## src/ccr_pkg.sv

```systemverilog
// Package: constants and carrier types for the codec clock and reset control block
package ccr_pkg;

  // Clock and reset timing
  localparam int unsigned CLK_HZ          = 20_000_000;
  localparam int unsigned CLK_PERIOD_NS   = 1_000_000_000 / CLK_HZ;
  localparam int unsigned RST_MIN_NS      = 40;
  localparam int unsigned RST_MIN_CYC_RAW = (RST_MIN_NS + CLK_PERIOD_NS - 1) / CLK_PERIOD_NS;
  localparam int unsigned RST_MIN_CYC     = (RST_MIN_CYC_RAW < 1) ? 1 : RST_MIN_CYC_RAW;
  localparam int unsigned INIT_CYCLES     = 1024;

  // Clock ratios measured per frame
  localparam logic [9:0] RATIO_256 = 10'h100;
  localparam logic [9:0] RATIO_384 = 10'h180;
  localparam logic [9:0] RATIO_512 = 10'h200;

  // Sync tolerance in serial bit clocks
  localparam logic [3:0] SYNC_LOSS_BITS = 4'h6;
  localparam logic [3:0] SYNC_OK_BITS   = 4'h5;

  // Zero run length in serial bit clocks
  localparam int unsigned ZERO_RUN_BITS = 65_536;

  // Control word layout
  localparam int unsigned CW_BITS   = 16;
  localparam int unsigned SEL_HI    = 10;
  localparam int unsigned SEL_LO    = 9;
  localparam int unsigned COMMIT_B  = 8;
  localparam int unsigned GAIN_HI   = 7;
  localparam int unsigned SLEEP_B   = 8;
  localparam int unsigned HPF_B     = 7;
  localparam int unsigned ATC_B     = 5;
  localparam int unsigned ZRD_B     = 4;
  localparam int unsigned HOLD_B    = 3;
  localparam int unsigned DEM_HI    = 2;
  localparam int unsigned DEM_LO    = 1;
  localparam int unsigned MUTE_B    = 0;
  localparam int unsigned LOOP_B    = 5;
  localparam int unsigned FMT_HI    = 4;
  localparam int unsigned FMT_LO    = 2;
  localparam int unsigned LRP_B     = 1;

  // Register select codes
  localparam logic [1:0] SEL_LEFT  = 2'h0;
  localparam logic [1:0] SEL_RIGHT = 2'h1;
  localparam logic [1:0] SEL_MODE  = 2'h2;
  localparam logic [1:0] SEL_FMT   = 2'h3;

  // Reset values
  localparam logic [7:0] GAIN_RST = 8'hFF;
  localparam logic [2:0] FMT_RST  = 3'h0;
  localparam logic [1:0] DEM_RST  = 2'h0;

  // Decoded program settings
  typedef struct packed {
    logic [7:0] left_gain_code;
    logic [7:0] right_gain_code;
    logic [7:0] left_gain_live;
    logic [7:0] right_gain_live;
    logic       adc_sleep;
    logic       hpf_skip;
    logic       common_attenuation_select;
    logic       zero_run_detect;
    logic       dac_analog_hold_bpz;
    logic [1:0] deemphasis_select;
    logic       soft_silence_enable;
    logic       adc_dac_loopback;
    logic [2:0] audio_frame_format;
    logic       lr_clock_polarity;
  } ccr_cfg_t;

  // Control port word carrier
  typedef struct packed {
    logic        valid;
    logic [15:0] word;
  } ccr_word_t;

  typedef enum {
    CCR_INIT,
    CCR_RUN
  } ccr_seq_t;

endpackage : ccr_pkg

```

## src/ccr_top.sv

```systemverilog
// Codec clock, reset, sync and control register housekeeping
// Function
// Host supplies system clock at 256, 384 or 512 times sample rate.
// Detect clock ratio and divide 384 and 512 down to 256.
// Sense crystal_in clock; buffer it out, else take sysclk pin input. The code leaves sysclk_pin_in unused.
// Power-on initialization completes in 1024 system clock cycles.
// Host holds reset_n_pin low at least 40 ns with clock running.
// Initialization starts at reset_n_pin rise and lasts 1024 cycles.
// Host keeps frame clock synchronous to system clock, any phase.
// Drift over 6 bit clocks: DAC held at bipolar zero until resync.
// Same loss: ADC outputs bipolar-zero codes until resync.
// Drift of 5 or fewer bit clocks: operation stays normal.
// Software mode takes control data over three-wire port.
// Pin-programmed variant only offers data format selection.
// Four 16-bit program registers selected by two select bits.
// Bits 10 and 9 select registers zero to three.
// Host writes zero to all reserved bits.
// Register zero: bit 8 left commit, bits 7-0 left gain.
// Register one: bit 8 right commit, bits 7-0 right gain.
// Register two holds sleep, hpf skip, COMMON_ATTENUATION_SELECT, zero detect, hold, de-emph, mute.
// Register three holds loopback, frame format, lr polarity.
// Reset defaults: format 0, all features off, gain 0 dB.
// Gains wait for a commit bit, then both channels apply together.
// Gain code 00h mutes, FFh is 0 dB.
// Zero detect cuts DAC output after 65,536 zero bit clocks.
// Common attenuation uses register zero gain for both channels.
// 16 bits MSB first on shift clock rise; applied on latch rise.
// Ratio found by counting clocks per frame against 256, 384, 512.
module ccr_top
  import ccr_pkg::*;
#(
  parameter int unsigned ZERO_RUN_LEN = ZERO_RUN_BITS, // Zero run in bit clocks
  parameter int unsigned INIT_LEN     = INIT_CYCLES    // Init length in cycles
) (
  input  wire logic       clk,                  // System clock, 20 MHz
  input  wire logic       srst,                 // Synchronous reset
  input  wire logic       ce,                   // Clock enable
  input  wire logic       software_mode,        // High: serial control port used
  input  wire logic       reset_n_pin,          // External reset, active low
  input  wire logic       crystal_in,           // Oscillator input level
  input  wire logic       sysclk_pin_in,        // sysclk_pin_bidir input side
  input  wire logic       sample_frame_clock,   // Frame clock level
  input  wire logic       serial_bit_clock,     // Bit clock level
  input  wire logic       dac_data_zero,        // DAC input bit is zero
  input  wire logic       control_shift_clock,  // Control port clock
  input  wire logic       control_serial_data,  // Control port data
  input  wire logic       control_latch_strobe, // Control port latch
  input  wire logic [2:0] format_pins,          // Format straps in pin mode
  output logic            sysclk_pin_out,       // sysclk_pin_bidir output
  output logic            sysclk_pin_oe,        // sysclk_pin_bidir enable
  output logic            core_clk_en,          // Enable giving 256x rate
  output logic            init_busy,            // Initialization running
  output logic            sync_lost,            // Frame sync lost
  output logic            dac_force_bpz,        // DAC forced to bipolar zero
  output logic            adc_force_bpz,        // ADC codes forced to zero
  output logic            dac_disconnect,       // Zero run detected
  output logic      [1:0] ratio_code,           // Detected clock ratio
  output ccr_pkg::ccr_cfg_t cfg                 // Settings in force
);
  import ccr_pkg::*;

  localparam int unsigned XTAL_WIN = 64; // Cycles to see a crystal edge

  typedef struct packed {
    logic        rst_pin_d;
    logic        xtal_d;
    logic [6:0]  xtal_cnt;
    logic        xtal_live;
    logic        sysclk_out;
    logic        sysclk_oe;
    ccr_seq_t    seq;
    logic [10:0] init_cnt;
    logic        frame_d;
    logic        bck_d;
    logic        rise_d;
    logic [9:0]  ref_period;
    logic        ref_valid;
    logic        lost;
    logic [16:0] zero_cnt;
    logic        disc;
    logic [1:0]  div_cnt;
    logic        clk_en;
    ccr_cfg_t    cfg;
    logic        busy;
    logic        dac_bpz;
    logic        adc_bpz;
    logic [7:0]  right_out;
  } ccr_top_state_t;

  ccr_top_state_t st_reg;
  ccr_top_state_t st_next;
  ccr_word_t      word;
  logic [1:0]     ratio_sel;
  logic           ratio_ok;
  logic [9:0]     period;
  logic           frame_rise;
  logic [9:0]     drift;
  logic [9:0]     bck_len;
  logic [9:0]     lost_lim;

  assign frame_rise = sample_frame_clock && !st_reg.frame_d;

  // Serial control port, three wires
  ccr_serial_port u_port (
    .clk       (clk),
    .srst      (srst),
    .ce        (ce),
    .shift_clk (control_shift_clock),
    .ser_data  (control_serial_data),
    .latch_stb (control_latch_strobe),
    .word_out  (word)
  );

  // Ratio measurement
  ccr_ratio_detect u_ratio (
    .clk        (clk),
    .srst       (srst),
    .ce         (ce),
    .frame_rise (frame_rise),
    .ratio_sel  (ratio_sel),
    .ratio_ok   (ratio_ok),
    .period     (period)
  );

  // Phase drift against the previous frame's period, in system clocks
  assign drift = (period > st_reg.ref_period) ? period - st_reg.ref_period
                                              : st_reg.ref_period - period;

  // One bit clock in system clocks, taking 64 bit clocks to a frame
  assign bck_len  = (ratio_sel == 2'h2) ? (RATIO_512 >> 3'h6)
                  : ((ratio_sel == 2'h1) ? (RATIO_384 >> 3'h6) : (RATIO_256 >> 3'h6));
  assign lost_lim = 10'(SYNC_LOSS_BITS) * bck_len;

  // Main next-state logic
  always_comb begin
    st_next = st_reg;
    st_next.rst_pin_d = reset_n_pin;
    st_next.xtal_d    = crystal_in;
    st_next.frame_d   = sample_frame_clock;
    st_next.bck_d     = serial_bit_clock;

    // Crystal activity: any edge in the window keeps it live
    if (crystal_in != st_reg.xtal_d) begin
      st_next.xtal_cnt  = '0;
      st_next.xtal_live = 1'b1;
    end else if (st_reg.xtal_cnt == 7'(XTAL_WIN)) begin
      st_next.xtal_live = 1'b0;
    end else begin
      st_next.xtal_cnt = st_reg.xtal_cnt + 7'h01;
    end
    st_next.sysclk_oe  = st_reg.xtal_live;
    st_next.sysclk_out = st_reg.xtal_live ? crystal_in : 1'b0;

    // Initialization sequence, restarted by pin release
    case (st_reg.seq)
      CCR_INIT: begin
        st_next.init_cnt = st_reg.init_cnt + 11'h001;
        if (st_reg.init_cnt == 11'(INIT_LEN - 1)) begin
          st_next.seq = CCR_RUN; // see R04
        end
      end
      CCR_RUN: begin
        st_next.seq = CCR_RUN;
      end
      default: begin
        st_next.seq = CCR_INIT;
      end
    endcase
    if (!reset_n_pin) begin
      st_next.seq      = CCR_INIT; // Held while pin is low
      st_next.init_cnt = '0;
    end else if (!st_reg.rst_pin_d) begin
      st_next.seq      = CCR_INIT;
      st_next.init_cnt = '0;
    end

    // Judge a frame one cycle after its rise, once the new period is in;
    // judging at the rise itself would lag a whole frame behind
    st_next.rise_d = frame_rise;
    if (st_reg.rise_d) begin
      if (!ratio_ok) begin
        st_next.lost = 1'b1; // Unknown ratio counts as lost sync
      end else if (!st_reg.ref_valid) begin
        st_next.ref_valid = 1'b1;
      end
      if (st_reg.ref_valid && drift >= lost_lim) begin
        st_next.lost = 1'b1; // see R08
      end else if (st_reg.ref_valid && drift <= 10'(SYNC_OK_BITS) * bck_len && ratio_ok) begin
        st_next.lost = 1'b0;
      end
      st_next.ref_period = period;
    end

    // Divide down to the 256x rate
    st_next.clk_en = 1'b0;
    case (ratio_sel)
      2'h1: begin
        st_next.div_cnt = (st_reg.div_cnt == 2'h2) ? 2'h0 : st_reg.div_cnt + 2'h1;
        st_next.clk_en  = (st_reg.div_cnt != 2'h2);
      end
      2'h2: begin
        st_next.div_cnt = {1'b0, ~st_reg.div_cnt[0]};
        st_next.clk_en  = st_reg.div_cnt[0];
      end
      default: begin
        st_next.div_cnt = '0;
        st_next.clk_en  = 1'b1;
      end
    endcase

    // Zero run detection on bit clock rises
    if (!st_reg.cfg.zero_run_detect || !dac_data_zero) begin
      st_next.zero_cnt = '0;
      st_next.disc     = 1'b0;
    end else if (serial_bit_clock && !st_reg.bck_d) begin
      if (st_reg.zero_cnt == 17'(ZERO_RUN_LEN - 1)) begin
        st_next.disc = 1'b1;
      end else begin
        st_next.zero_cnt = st_reg.zero_cnt + 17'h00001;
      end
    end

    // Program register writes; pin mode only takes format straps
    if (!software_mode) begin
      st_next.cfg.audio_frame_format = format_pins;
    end else if (word.valid) begin
      case (word.word[SEL_HI:SEL_LO]) // see R13
        SEL_LEFT: begin
          st_next.cfg.left_gain_code = word.word[GAIN_HI:0];
          if (word.word[COMMIT_B]) begin
            st_next.cfg.left_gain_live  = word.word[GAIN_HI:0];
            st_next.cfg.right_gain_live = st_reg.cfg.right_gain_code;
          end
        end
        SEL_RIGHT: begin
          st_next.cfg.right_gain_code = word.word[GAIN_HI:0];
          if (word.word[COMMIT_B]) begin
            st_next.cfg.left_gain_live  = st_reg.cfg.left_gain_code;
            st_next.cfg.right_gain_live = word.word[GAIN_HI:0];
          end
        end
        SEL_MODE: begin
          st_next.cfg.adc_sleep                 = word.word[SLEEP_B];
          st_next.cfg.hpf_skip                  = word.word[HPF_B];
          st_next.cfg.common_attenuation_select = word.word[ATC_B];
          st_next.cfg.zero_run_detect           = word.word[ZRD_B];
          st_next.cfg.dac_analog_hold_bpz       = word.word[HOLD_B];
          st_next.cfg.deemphasis_select         = word.word[DEM_HI:DEM_LO];
          st_next.cfg.soft_silence_enable       = word.word[MUTE_B];
        end
        default: begin
          st_next.cfg.adc_dac_loopback   = word.word[LOOP_B];
          st_next.cfg.audio_frame_format = word.word[FMT_HI:FMT_LO];
          st_next.cfg.lr_clock_polarity  = word.word[LRP_B];
        end
      endcase
    end

    // Output copies ride in state so every output leaves a flip-flop
    st_next.busy      = (st_next.seq == CCR_INIT);
    st_next.dac_bpz   = st_next.lost || st_next.cfg.dac_analog_hold_bpz;
    st_next.adc_bpz   = st_next.lost || st_next.cfg.adc_sleep;
    st_next.right_out = st_next.cfg.common_attenuation_select ? st_next.cfg.left_gain_live
                                                              : st_next.cfg.right_gain_live;
  end

  // Register the state; defaults give 0 dB gain and all features off
  always_ff @(posedge clk) begin
    if (srst) begin
      st_reg                         <= '0;
      st_reg.seq                     <= CCR_INIT;
      st_reg.rst_pin_d               <= 1'b1;
      st_reg.busy                    <= 1'b1;
      st_reg.right_out               <= GAIN_RST;
      st_reg.cfg.left_gain_code      <= GAIN_RST; // see R20
      st_reg.cfg.right_gain_code     <= GAIN_RST;
      st_reg.cfg.left_gain_live      <= GAIN_RST;
      st_reg.cfg.right_gain_live     <= GAIN_RST;
      st_reg.cfg.audio_frame_format  <= FMT_RST;
      st_reg.cfg.deemphasis_select   <= DEM_RST;
    end else if (ce) begin
      st_reg <= st_next;
    end
  end

  // Outputs straight from state; right gain carries the folded copy
  always_comb begin
    cfg                 = st_reg.cfg;
    cfg.right_gain_live = st_reg.right_out;
  end
  assign sysclk_pin_out = st_reg.sysclk_out;
  assign sysclk_pin_oe  = st_reg.sysclk_oe;
  assign core_clk_en    = st_reg.clk_en;
  assign init_busy      = st_reg.busy;
  assign sync_lost      = st_reg.lost;
  assign dac_force_bpz  = st_reg.dac_bpz;
  assign adc_force_bpz  = st_reg.adc_bpz;
  assign dac_disconnect = st_reg.disc;
  assign ratio_code     = ratio_sel;
endmodule : ccr_top

```

## src/ccr_serial_port.sv

```systemverilog
// Three-wire control port shift register and latch detector
module ccr_serial_port
  import ccr_pkg::*;
(
  input  wire logic             clk,        // System clock
  input  wire logic             srst,       // Synchronous reset
  input  wire logic             ce,         // Clock enable
  input  wire logic             shift_clk,  // control_shift_clock level
  input  wire logic             ser_data,   // control_serial_data level
  input  wire logic             latch_stb,  // control_latch_strobe level
  output ccr_pkg::ccr_word_t    word_out    // Word on latch rise, one cycle
);
  import ccr_pkg::*;

  typedef struct packed {
    logic        sck_d;
    logic        stb_d;
    logic [15:0] shreg;
    ccr_word_t   out;
  } ccr_sp_state_t;

  ccr_sp_state_t st_reg;
  ccr_sp_state_t st_next;

  // Shift MSB first on shift clock rise, emit on strobe rise
  always_comb begin
    st_next = st_reg;
    st_next.sck_d = shift_clk;
    st_next.stb_d = latch_stb;
    st_next.out.valid = 1'b0;
    if (shift_clk && !st_reg.sck_d) begin
      st_next.shreg = {st_reg.shreg[14:0], ser_data};
    end
    if (latch_stb && !st_reg.stb_d) begin
      st_next.out.valid = 1'b1;
      st_next.out.word  = st_reg.shreg;
    end
  end

  always_ff @(posedge clk) begin
    if (srst) begin
      st_reg <= '0;
    end else if (ce) begin
      st_reg <= st_next;
    end
  end

  assign word_out = st_reg.out;

endmodule : ccr_serial_port

```

## src/ccr_ratio_detect.sv

```systemverilog
// Frame period counter that classifies the system clock ratio
module ccr_ratio_detect
  import ccr_pkg::*;
(
  input  wire logic       clk,        // System clock
  input  wire logic       srst,       // Synchronous reset
  input  wire logic       ce,         // Clock enable
  input  wire logic       frame_rise, // One cycle at frame clock rise
  output logic      [1:0] ratio_sel,  // 0:256 1:384 2:512
  output logic            ratio_ok,   // Last period matched a ratio
  output logic      [9:0] period      // Last measured period
);
  import ccr_pkg::*;

  typedef struct packed {
    logic [9:0] cnt;
    logic [9:0] period;
    logic [1:0] sel;
    logic       ok;
  } ccr_rd_state_t;

  ccr_rd_state_t st_reg;
  ccr_rd_state_t st_next;

  // Count clocks per frame and compare with the three ratios
  always_comb begin
    st_next = st_reg;
    st_next.cnt = (st_reg.cnt == 10'h3FF) ? st_reg.cnt : st_reg.cnt + 10'h001;
    if (frame_rise) begin
      st_next.cnt    = 10'h001;
      st_next.period = st_reg.cnt;
      st_next.ok     = 1'b1;
      if (st_reg.cnt == RATIO_256) begin
        st_next.sel = 2'h0;
      end else if (st_reg.cnt == RATIO_384) begin
        st_next.sel = 2'h1;
      end else if (st_reg.cnt == RATIO_512) begin
        st_next.sel = 2'h2;
      end else begin
        st_next.ok = 1'b0; // Keeps the last good ratio
      end
    end
  end

  always_ff @(posedge clk) begin
    if (srst) begin
      st_reg <= '0;
    end else if (ce) begin
      st_reg <= st_next;
    end
  end

  assign ratio_sel = st_reg.sel;
  assign ratio_ok  = st_reg.ok;
  assign period    = st_reg.period;

endmodule : ccr_ratio_detect

```

## config.mk

```make
export PLATFORM = sky130hd
export DESIGN_NAME = ccr_top
export DESIGN_NICKNAME = d
export VERILOG_FILES = /design/src/ccr_pkg.sv /design/src/ccr_top.sv /design/src/ccr_serial_port.sv /design/src/ccr_ratio_detect.sv
export SDC_FILE = /design/constraint.sdc
export NUM_CORES = 1
export LEC_CHECK = 0
export BUFFER_PORTS_ARGS = -buffer_cell sky130_fd_sc_hd__buf_4
export CELL_PAD_IN_SITES_DETAIL_PLACEMENT = 1
export CELL_PAD_IN_SITES_GLOBAL_PLACEMENT = 1
export CORE_ASPECT_RATIO = 0.6
export CORE_MARGIN = 5
export CORE_UTILIZATION = 46
export CTS_CLUSTER_DIAMETER = 80
export DETAILED_ROUTE_END_ITERATION = 16
export GPL_TIMING_DRIVEN = 0
export PLACE_DENSITY = 0.78
export RECOVER_POWER = 25
export SYNTH_ARGS = -nofsm -noshare
export SYNTH_HDL_FRONTEND = slang
export SYNTH_SLANG_ARGS = --single-unit
export TNS_END_PERCENT = 30
```

## constraint.sdc

```tcl
create_clock -name clk -period 5.3 [get_ports clk]
set_input_delay 0.53 -clock clk [delete_from_list [all_inputs] [get_ports clk]]
set_output_delay 0.53 -clock clk [all_outputs]
set_load 0.02 [all_outputs]
```

==> results of run 1 <==
-- power breakdown --
part           leakage, nW  total, W  switching [W]  internal (W)
registers             1.58   0.00151      0.0000211       0.00149
logic                 2.47  0.000245       0.000155     0.0000907
clock network        0.275   0.00126       0.000626      0.000629
-- metal layers --
layer | track usage | part of all wire | vias to the layer above
li1 | - | - | 3810
met1 | 0.346 | 0.52 | 3850
met3 | 0.0404 | 0.045 | 22
met4 | 0.0540 | 0.011 | 0
met5 | 0 | 0 | -
met2 | 0.346 | 0.42 | 157
-- cell families (layout without fill, tap and decap cells) --
family / count (synthesis) / after routing / synth area share
AO/OA/AOI/OAI: 178 / 178 / 0.125
XOR/XNOR: 39 / 39 / 0.0363
adder cells (fa/ha/maj): 42 / 42 / 0.0575
buffers and inverters: 144 / 243 / 0.0821
flip-flops: 195 / 195 / 0.415
multiplexers: 70 / 70 / 0.0752
other: 1 / 1 / 0.000399
AND/OR/NAND/NOR: 410 / 410 / 0.208
-- metrics by stage --
| step | hold slack [ns] | total power [W] | std cells |
|---|---|---|---|
| global placement | 0.444 | 0.00179 | 1419 |
| finish | 0.316 | 0.00301 | 1451 |
| detailed placement | 0.446 | 0.00179 | 1419 |
| CTS | 0.310 | 0.00304 | 1451 |
| floorplan | 0.430 | 0.00170 | 1079 |
| global route | 0.301 | 0.00313 | 1451 |
-- final timing paths --
check,to,cells past startpoint
worst max-delay path,adc_force_bpz$_SDFFE_PP0P_,17
worst max register to register,adc_force_bpz$_SDFFE_PP0P_,17
worst min-delay path,st_reg[146]$_SDFFE_PP1P_,2
worst min register to register,st_reg[127]$_SDFFE_PP0P_,1
-- placed cells by master (no fill, tap or decap), types with 4 or more instances in the layout --
cell	synthesis	layout
dfxtp_1	195	195
nor2_1	124	124
nand2_1	115	115
buf_4	49	85
mux2i_1	65	65
clkbuf_1	36	65
a21oi_1	62	62
inv_1	44	44
ha_1	40	40
o21ai_0	34	34
a211o_1	30	30
nor2b_1	28	28
nand3_1	24	24
xor2_1	20	20
xnor2_1	19	19
and2_1	33	17
clkbuf_16	0	17
nor3_1	16	16
and2_0	0	16
a211oi_1	14	14
nand4_1	14	14
nor4_1	14	13
nand3b_1	11	11
nand2b_1	10	10
buf_1	8	8
and3_1	7	7
or3_1	6	6
mux2_2	5	5
a22oi_1	5	5
a21o_1	5	5
clkbuf_4	1	4
inv_8	0	4
-- critical path, cell delays in order, from the launching register on --
cell       delay, ns
dfxtp_1         0.37
inv_1           0.07
ha_1            0.13
inv_1           0.06
fa_1            0.38
a21o_2          0.22
a221oi_2        0.30
or3_4           0.20
a21oi_4         0.08
buf_6           0.17
a211oi_1        0.24
a21oi_1         0.08
xor2_1          0.19
ha_1            0.26
a2111oi_0       0.88
o211ai_1        0.26
a2111oi_2       0.82
a21oi_1         0.13
-- final cells by class --
cell class,instances,area (µm²)
Buffer,100,606
Clock buffer,18,439
Clock inverter,14,119
Fill cell,2404,9370
Inverter,44,165
Multi-Input combinational cell,740,4730
Sequential cell,195,3900
Tap cell,273,342
Timing Repair Buffer,67,398
==> out/results.tsv, run 1 <==
stage	metric	value	unit
status	outcome	complete, no violations	
synthesis	Post-Syn Nets	1137	
layout	final net count	1223	
timing	final setup fails	0	
setup_path	WP data required	5.59	ns
floorplan	chip height	121	µm
cts	Worst-Skew Late Latency	0.45	ns
cts	CTS Buf Count	17	
grt	first-pass GRT wire length	43300	µm
synthesis	count of cell types in the netlist	58	
grt	vias in the first global route	7798	
run	MaxCap Viol Count	0	
timing	Least-Margin Pin Slew	1.15	ns
cts	CTS tree	done	
floorplan	Die Wd	195	µm
cts	clk slew on worst S/H paths	0.08	ns
synthesis	leading area contributor after synthesis	dfxtp_1	
synthesis	sequential area share after synthesis	0.415	
synthesis	Yosys warning count	0	
placed_design	placed inst area	10200	µm²
grt	gr ovfl total	0	
layout	# diodes	0	
detailed_routing	DR iter-0 viols	466	
floorplan	starting density of the core	0.468	
setup_path	critical path type	reg2reg	
synthesis	Syn Area/Cell	8.71	µm²
timing	fin crit period	4.99	ns
hold_path	hold crit path type	in2reg	
synthesis	Yosys reg bits	195	
timing	Setup TNS Final	0	ns
timing	Layout Skew	0.0144	ns
timing	post-layout worst setup margin	0.305	ns
grt	gr usage total	0.231	
timing	endpoints failing hold	0	
layout	Final Core Density	0.533	
synthesis	Syn Std Cell Area	9400	µm²
placed_design	Place WS	0.424	ns
layout	share of cells above drive strength 1	0.122	
cts	clock root buffer	clkbuf_16	
hold_path	Worst Min Path Start	reset_n_pin	
synthesis	FFs w/ async S/R, synth	0	
synthesis	post-synthesis cell count	1079	
detailed_routing	antenna-violating nets left	0	
power	Pleak	4.33	nW
detailed_routing	DRC	0	
cts	post_cts resized	0	
timing	RSZ-0062 raised after global routing	false	
cts	maximum level of the CTS H-tree	4	
detailed_routing	DR vias	7839	
synthesis	largest cells by area after synthesis	dfxtp_1, mux2i_1, ha_1, nor2_1, nand2_1	
setup_path	reg2reg setup slack	0.31	ns
placed_design	PortBufs	67	
power	PD cells	281	nW/µm²
layout	Finished Cell Area	10700	µm²
grt	initial antenna violation count	0	
floorplan	core area	20100	µm²
detailed_routing	Pre-Repair DR Iteration Count	4	
setup_path	Worst setup startpoint	u_ratio.period[0]$_SDFFE_PP0P_	
layout	Area Overhead vs Synth	13.9	%
synthesis	top cell type's share of synthesized area	0.415	
setup_path	crit end category	flop	
synthesis	Post-synth EDFFs	0	
setup_path	startpoint types	flop	
timing	fin. max-slew vios	0	
detailed_routing	Routed Wire Length	26900	µm
cts	hold buffers post-CTS	0	
floorplan	die area	23500	µm²
timing	f_max	200	MHz
placed_design	HPWL Detailed	19800	µm
cts	setup bufs post-CTS	0	
power	Max VDD drop	0.229	mV
detailed_routing	via density per instance	5.40	
grt	largest net degree at the start of global routing	19	
setup_path	CP arrival	5.29	ns
detailed_routing	Routed WL per cell	18.5	µm
timing	Max transition margin	0.229	
layout	max FFs per register	93	
floorplan	io pins	71	
cts	Max Root-Sink Buffers	2	
setup_path	reg2reg start	u_ratio.period[0]$_SDFFE_PP0P_	
placed_design	GPL Wtd Cong	0.806	
synthesis	count leader, synth	dfxtp_1	
synthesis	Synth top cells by count	dfxtp_1, nor2_1, nand2_1	
setup_path	crit path max fanout	10	
timing	Period Utilization, post-route	0.942	
cts	CTS Sinks	195	
floorplan	Rows	40	
synthesis	ys flop type	dfxtp_1	
(Power assumes the default switching activity.)
==> run 2: changes to the inputs <==
--- a/config.mk
+++ b/config.mk
@@ -10,11 +10,11 @@
 export CELL_PAD_IN_SITES_GLOBAL_PLACEMENT = 1
 export CORE_ASPECT_RATIO = 0.6
 export CORE_MARGIN = 5
-export CORE_UTILIZATION = 46
+export CORE_UTILIZATION = 45
 export CTS_CLUSTER_DIAMETER = 80
 export DETAILED_ROUTE_END_ITERATION = 16
 export GPL_TIMING_DRIVEN = 0
-export PLACE_DENSITY = 0.78
+export PLACE_DENSITY = 0.76
 export RECOVER_POWER = 25
 export SYNTH_ARGS = -nofsm -noshare
 export SYNTH_HDL_FRONTEND = slang
==> run 2 against run 1 <==
Clock power is 11% higher; via count fell by 0.52%; worst setup slack got worse by 0.037 ns; count of clock-buffer cells in the layout fell by 1; largest cell class unchanged; non-clock buffer count grew 1; critical endpoint is now dac_force_bpz$_SDFFE_PP0P_; cell count hardly changed; combinational power barely moved; critical path depth unchanged; sequential share of layout area decreased by 0.26 points; worst hold slack better by 0.0084 ns; fmax shrank 0.74%.
==> out/results.tsv, run 2 (synthesized netlist as in run 1, its figures left out) <==
stage	metric	value	unit
timing	fin crit period	5.03	ns
timing	Setup TNS Final	0	ns
floorplan	starting density of the core	0.464	
grt	initial antenna violation count	0	
status	outcome	complete, no violations	
layout	commonest non-fill, non-tap cell in the layout	dfxtp_1	
detailed_routing	DR vias	7798	
cts	clock root buffer	clkbuf_16	
hold_path	Worst Min Path Start	reset_n_pin	
detailed_routing	DR iter-0 viols	322	
placed_design	dpl cells	1419	
setup_path	startpoint types	flop	
timing	Least-Margin Pin Slew	1.22	ns
hold_path	hold crit path type	in2reg	
layout	# diodes	0	
grt	most crowded layer after global routing	met2	
detailed_routing	Routed Wire Length	26400	µm
layout	# fillers	2427	
hold_path	Hold Path Depth	2	
layout	share of cells above drive strength 1	0.121	
setup_path	WP data required	5.60	ns
placed_design	Place WS	0.376	ns
timing	final setup fails	0	
layout	Final Core Density	0.532	
setup_path	crit path cell chain	inv_1, ha_1, inv_1, fa_1, a21o_2, a221oi_2, or3_4, a21oi_4, buf_6, a211oi_1, a21oi_1, xor2_1, ha_1, a2111oi_0, o211ai_1, a2111oi_2, a21oi_1	
setup_path	RR Endpoint	dac_force_bpz$_SDFFE_PP0P_	
cts	Max Root-Sink Buffers	2	
cts	post_cts resized	0	
timing	Period Utilization, post-route	0.949	
setup_path	CP arrival	5.33	ns
layout	max FFs per register	93	
timing	RSZ-0062 raised after global routing	false	
grt	largest net degree at the start of global routing	20	
layout	commonest non-fill, non-tap cells in the layout	dfxtp_1, nor2_1, nand2_1, buf_4, clkbuf_1	
detailed_routing	Pre-Repair DR Iteration Count	5	
detailed_routing	via density per instance	5.37	
cts	CTS tree	done	
run	MaxCap Viol Count	0	
detailed_routing	DRC	0	
timing	f_max	199	MHz
floorplan	chip height	122	µm
setup_path	Worst R2R Path Depth	17	
floorplan	Die Wd	197	µm
grt	met3 Usage GRT	0.0387	
cts	Worst-Skew Late Latency	0.45	ns
placed_design	GPL Wtd Cong	0.849	
placed_design	placed inst area	10200	µm²
setup_path	Slowest-stage cell, CP	a2111oi_2	
layout	FF+latch area	3900	µm²
setup_path	critical path's largest stage delay	0.87	ns
placed_design	HPWL Detailed	19800	µm
cts	CTS Sinks	195	
layout	Area Overhead vs Synth	14.7	%
power	Pleak	4.37	nW
layout	post-route insts no fill	1452	
detailed_routing	Routed WL per cell	18.2	µm
setup_path	reg2reg start	u_ratio.period[0]$_SDFFE_PP0P_	
setup_path	crit path max fanout	10	
layout	footprint of the multi-input gates	4720	µm²
grt	gr ovfl total	0	
timing	fin. max-slew vios	0	
grt	gr usage total	0.223	
timing	Layout Skew	0.00946	ns
detailed_routing	antenna-violating nets left	0	
timing	post-layout worst setup margin	0.268	ns
grt	vias in the first global route	7841	
floorplan	core area	20300	µm²
grt	met1 track demand over resource	0.334	
cts	hold buffers post-CTS	0	
layout	final net count	1224	
cts	setup bufs post-CTS	0	
power	PD cells	293	nW/µm²
floorplan	Rows	40	
grt	M2 GR Usage	0.338	
timing	endpoints failing hold	0	
cts	clk slew on worst S/H paths	0.08	ns
setup_path	crit end category	flop	
setup_path	critical path type	reg2reg	
cts	CTS Buf Count	17	
cts	maximum level of the CTS H-tree	4	
placed_design	PortBufs	67	
power	Max VDD drop	0.277	mV
hold_path	Hold Path Sink	st_reg[146]$_SDFFE_PP1P_	
setup_path	reg2reg setup slack	0.27	ns
timing	Max transition margin	0.177	
floorplan	die area	24000	µm²
floorplan	io pins	71	
grt	first-pass GRT wire length	42700	µm
layout	Finished Cell Area	10800	µm²
run 2: cell types whose count changed in the layout (fill, tap and decap cells not counted), sizes merged:
cell	previous run	this run
bufinv	0	3
buf	96	97
clkbuf	89	88
clkinvlp	2	1
inv	51	50
run 2: final cells by class:
cell class | count | area share
Clock buffer | 17 | 0.0395
Tap cell | 273 | 0.0317
Sequential cell | 195 | 0.362
Clock inverter | 15 | 0.0200
Multi-Input combinational cell | 740 | 0.438
Inverter | 44 | 0.0153
Timing Repair Buffer | 68 | 0.0370
Buffer | 100 | 0.0562
run 2: how the worst max path moves through the flow:
stage | from | to | slack, ns
floorplan | st_reg[84]$_SDFFE_PP0P_ | adc_force_bpz$_SDFFE_PP0P_ | 1.49
global placement | u_ratio.period[0]$_SDFFE_PP0P_ | dac_force_bpz$_SDFFE_PP0P_ | 0.31
detailed placement | u_ratio.period[0]$_SDFFE_PP0P_ | dac_force_bpz$_SDFFE_PP0P_ | 0.38
CTS | u_ratio.period[0]$_SDFFE_PP0P_ | dac_force_bpz$_SDFFE_PP0P_ | 0.32
global route | u_ratio.period[0]$_SDFFE_PP0P_ | dac_force_bpz$_SDFFE_PP0P_ | 0.0001
finish | u_ratio.period[0]$_SDFFE_PP0P_ | dac_force_bpz$_SDFFE_PP0P_ | 0.27
run 2: routing by layer:
metal	vias up	part of all wire
met1	3820	0.52
met5	-	0
li1	3811	-
met3	23	0.044
met4	0	0.011
met2	144	0.42
run 2: report_power, final:
group	switching, W	total, W	internal (W)
sequential	0.0000208	0.00151	0.00149
clock	0.000636	0.00140	0.000767
combinational	0.000153	0.000244	0.0000912
run 2: critical path, delay by kind of cell, from the launching register on:
kind,cells,cell delay (ns)
buffers and inverters,3,0.30
adder cells (fa/ha/maj),3,0.78
flip-flops,1,0.36
AO/OA/AOI/OAI,9,3.02
AND/OR/NAND/NOR,1,0.20
XOR/XNOR,1,0.18
run 2: metrics by stage:
step                      power [W]  hold slack (ns)
after floorplan             0.00170            0.430
after global placement      0.00179            0.443
after detailed placement    0.00179            0.446
after CTS                   0.00319            0.314
after global routing        0.00327            0.317
final                       0.00316            0.324
==> run 3: changes to the inputs <==
--- a/config.mk
+++ b/config.mk
@@ -14,6 +14,7 @@
 export CTS_CLUSTER_DIAMETER = 80
 export DETAILED_ROUTE_END_ITERATION = 16
 export GPL_TIMING_DRIVEN = 0
+export MAX_ROUTING_LAYER = met4
 export PLACE_DENSITY = 0.76
 export RECOVER_POWER = 25
 export SYNTH_ARGS = -nofsm -noshare
==> run 3 against run 2 <==
Clock skew fell by 0.0018 ns; cell count did not move; clock power barely moved; worst setup slack got worse by 0.0076 ns.
==> out/results.tsv, run 3 (synthesized netlist as in run 1, its figures left out) <==
stage	metric	value	unit
status	outcome	complete, no violations	
timing	Period Utilization, post-route	0.951	
run	MaxCap Viol Count	0	
cts	CTS Sinks	195	
cts	Worst-Skew Late Latency	0.44	ns
power	Pleak	4.37	nW
power	Max VDD drop	0.274	mV
timing	Max transition margin	0.164	
setup_path	startpoint types	flop	
setup_path	crit path max fanout	10	
floorplan	die area	24000	µm²
cts	clk slew on worst S/H paths	0.08	ns
timing	final setup fails	0	
floorplan	core area	20300	µm²
detailed_routing	Pre-Repair DR Iteration Count	5	
placed_design	PortBufs	67	
setup_path	CP delay by family, top	compound AO/OA/AOI/OAI gates	
cts	Max Root-Sink Buffers	2	
floorplan	io pins	71	
floorplan	Die Wd	197	µm
detailed_routing	DR iter-0 viols	304	
placed_design	HPWL Detailed	19800	µm
timing	f_max	198	MHz
layout	commonest non-fill, non-tap cell in the layout	dfxtp_1	
timing	fin crit period	5.04	ns
setup_path	CP arrival	5.33	ns
layout	share of cells above drive strength 1	0.121	
cts	maximum level of the CTS H-tree	4	
power	NetSw	0.000808	W
grt	vias in the first global route	7845	
setup_path	WP data required	5.59	ns
layout	commonest non-fill, non-tap cells in the layout	dfxtp_1, nor2_1, nand2_1, buf_4, clkbuf_1	
detailed_routing	antenna-violating nets left	0	
timing	Setup TNS Final	0	ns
cts	clock root buffer	clkbuf_16	
detailed_routing	Routed WL per cell	18.1	µm
detailed_routing	DRC	0	
grt	first-pass GRT wire length	42700	µm
setup_path	Slowest-stage cell, CP	a2111oi_2	
layout	# diodes	0	
timing	Least-Margin Pin Slew	1.24	ns
cts	CTS Buf Count	17	
setup_path	critical path type	reg2reg	
setup_path	count of buffer and inverter cells on the critical path	3	
setup_path	crit end category	flop	
floorplan	chip height	122	µm
layout	final net count	1224	
detailed_routing	via density per instance	5.37	
cts	hold buffers post-CTS	0	
timing	hold slack final	0.328	ns
placed_design	dpl cells	1419	
detailed_routing	Routed Wire Length	26300	µm
power	PD cells	293	nW/µm²
cts	setup bufs post-CTS	0	
power	Sw Share	0.256	
cts	CTS tree	done	
cts	post_cts resized	0	
timing	RSZ-0062 raised after global routing	false	
grt	gr usage total	0.230	
layout	footprint of the multi-input gates	4720	µm²
power	Combinational Power Share	0.077	
grt	largest net degree at the start of global routing	20	
power	sequential share of power	0.478	
placed_design	GPL Wtd Cong	0.863	
floorplan	Rows	40	
layout	FF+latch area	3900	µm²
grt	gr ovfl total	0	
layout	post-route insts no fill	1452	
detailed_routing	DR vias	7796	
floorplan	starting density of the core	0.464	
power	Design Power	0.00316	W
timing	endpoints failing hold	0	
hold_path	hold crit path type	in2reg	
grt	initial antenna violation count	0	
layout	Area Overhead vs Synth	14.7	%
timing	Layout Skew	0.00764	ns
layout	# fillers	2427	
setup_path	critical path's largest stage delay	0.88	ns
layout	max FFs per register	93	
power	clock power share	0.444	
timing	fin. max-slew vios	0	
power	internal power	0.00235	W
setup_path	crit path cell chain	inv_1, ha_1, inv_1, fa_1, a21o_2, a221oi_2, or3_4, a21oi_4, buf_6, a211oi_1, a21oi_1, xor2_1, ha_1, a2111oi_0, o211ai_1, a2111oi_2, a21oi_1	
==> run 3: final cells by class <==
class / instances / share of cell area
multi-input combinational: 740 / 0.438
sequential: 195 / 0.362
buffer: 100 / 0.0562
clock buffer: 17 / 0.0395
timing repair buffer: 68 / 0.0370
tap: 273 / 0.0317
clock inverter: 15 / 0.0200
inverter: 44 / 0.0153
==> run 3: per-stage QoR <==
step                       util  area (µm²)  setup slack, ns
after floorplan               -        9400             1.49
after detailed placement  0.505       10200            0.376
after global routing      0.532       10800         0.000125
after CTS                 0.537       10900            0.315
after global placement    0.505       10200            0.311
final                     0.532       10800            0.260
==> run 3: power by group through the flow <==
stage          registers, W  clock network, W  logic (W)
6_report            0.00151           0.00140   0.000244
5_1_grt             0.00151           0.00149   0.000267
4_1_cts             0.00151           0.00143   0.000252
3_5_place_dp        0.00154                 0   0.000250
3_3_place_gp        0.00154                 0   0.000243
2_1_floorplan       0.00154                 0   0.000161
==> run 3: final timing paths <==
path | from | endpoint | slack [ns] | cells after the start
setup / recovery | u_ratio.period[0]$_SDFFE_PP0P_ | dac_force_bpz$_SDFFE_PP0P_ | 0.26 | 17
hold / removal | reset_n_pin | st_reg[146]$_SDFFE_PP1P_ | 0.33 | 2
setup reg to reg | u_ratio.period[0]$_SDFFE_PP0P_ | dac_force_bpz$_SDFFE_PP0P_ | 0.26 | 17
hold reg to reg | st_reg[114]$_SDFFE_PP0P_ | st_reg[114]$_SDFFE_PP0P_ | 0.46 | 1
==> run 3: per-layer routing <==
metal / share of wire / track usage / up-vias / wire length (µm)
li1: - / - / 3814 / -
met5: 0 / - / - / 0
met2: 0.42 / 0.338 / 139 / 11200
met3: 0.038 / 0.0381 / 22 / 1010
met4: 0.0095 / 0.0472 / 0 / 250
met1: 0.53 / 0.334 / 3821 / 13900
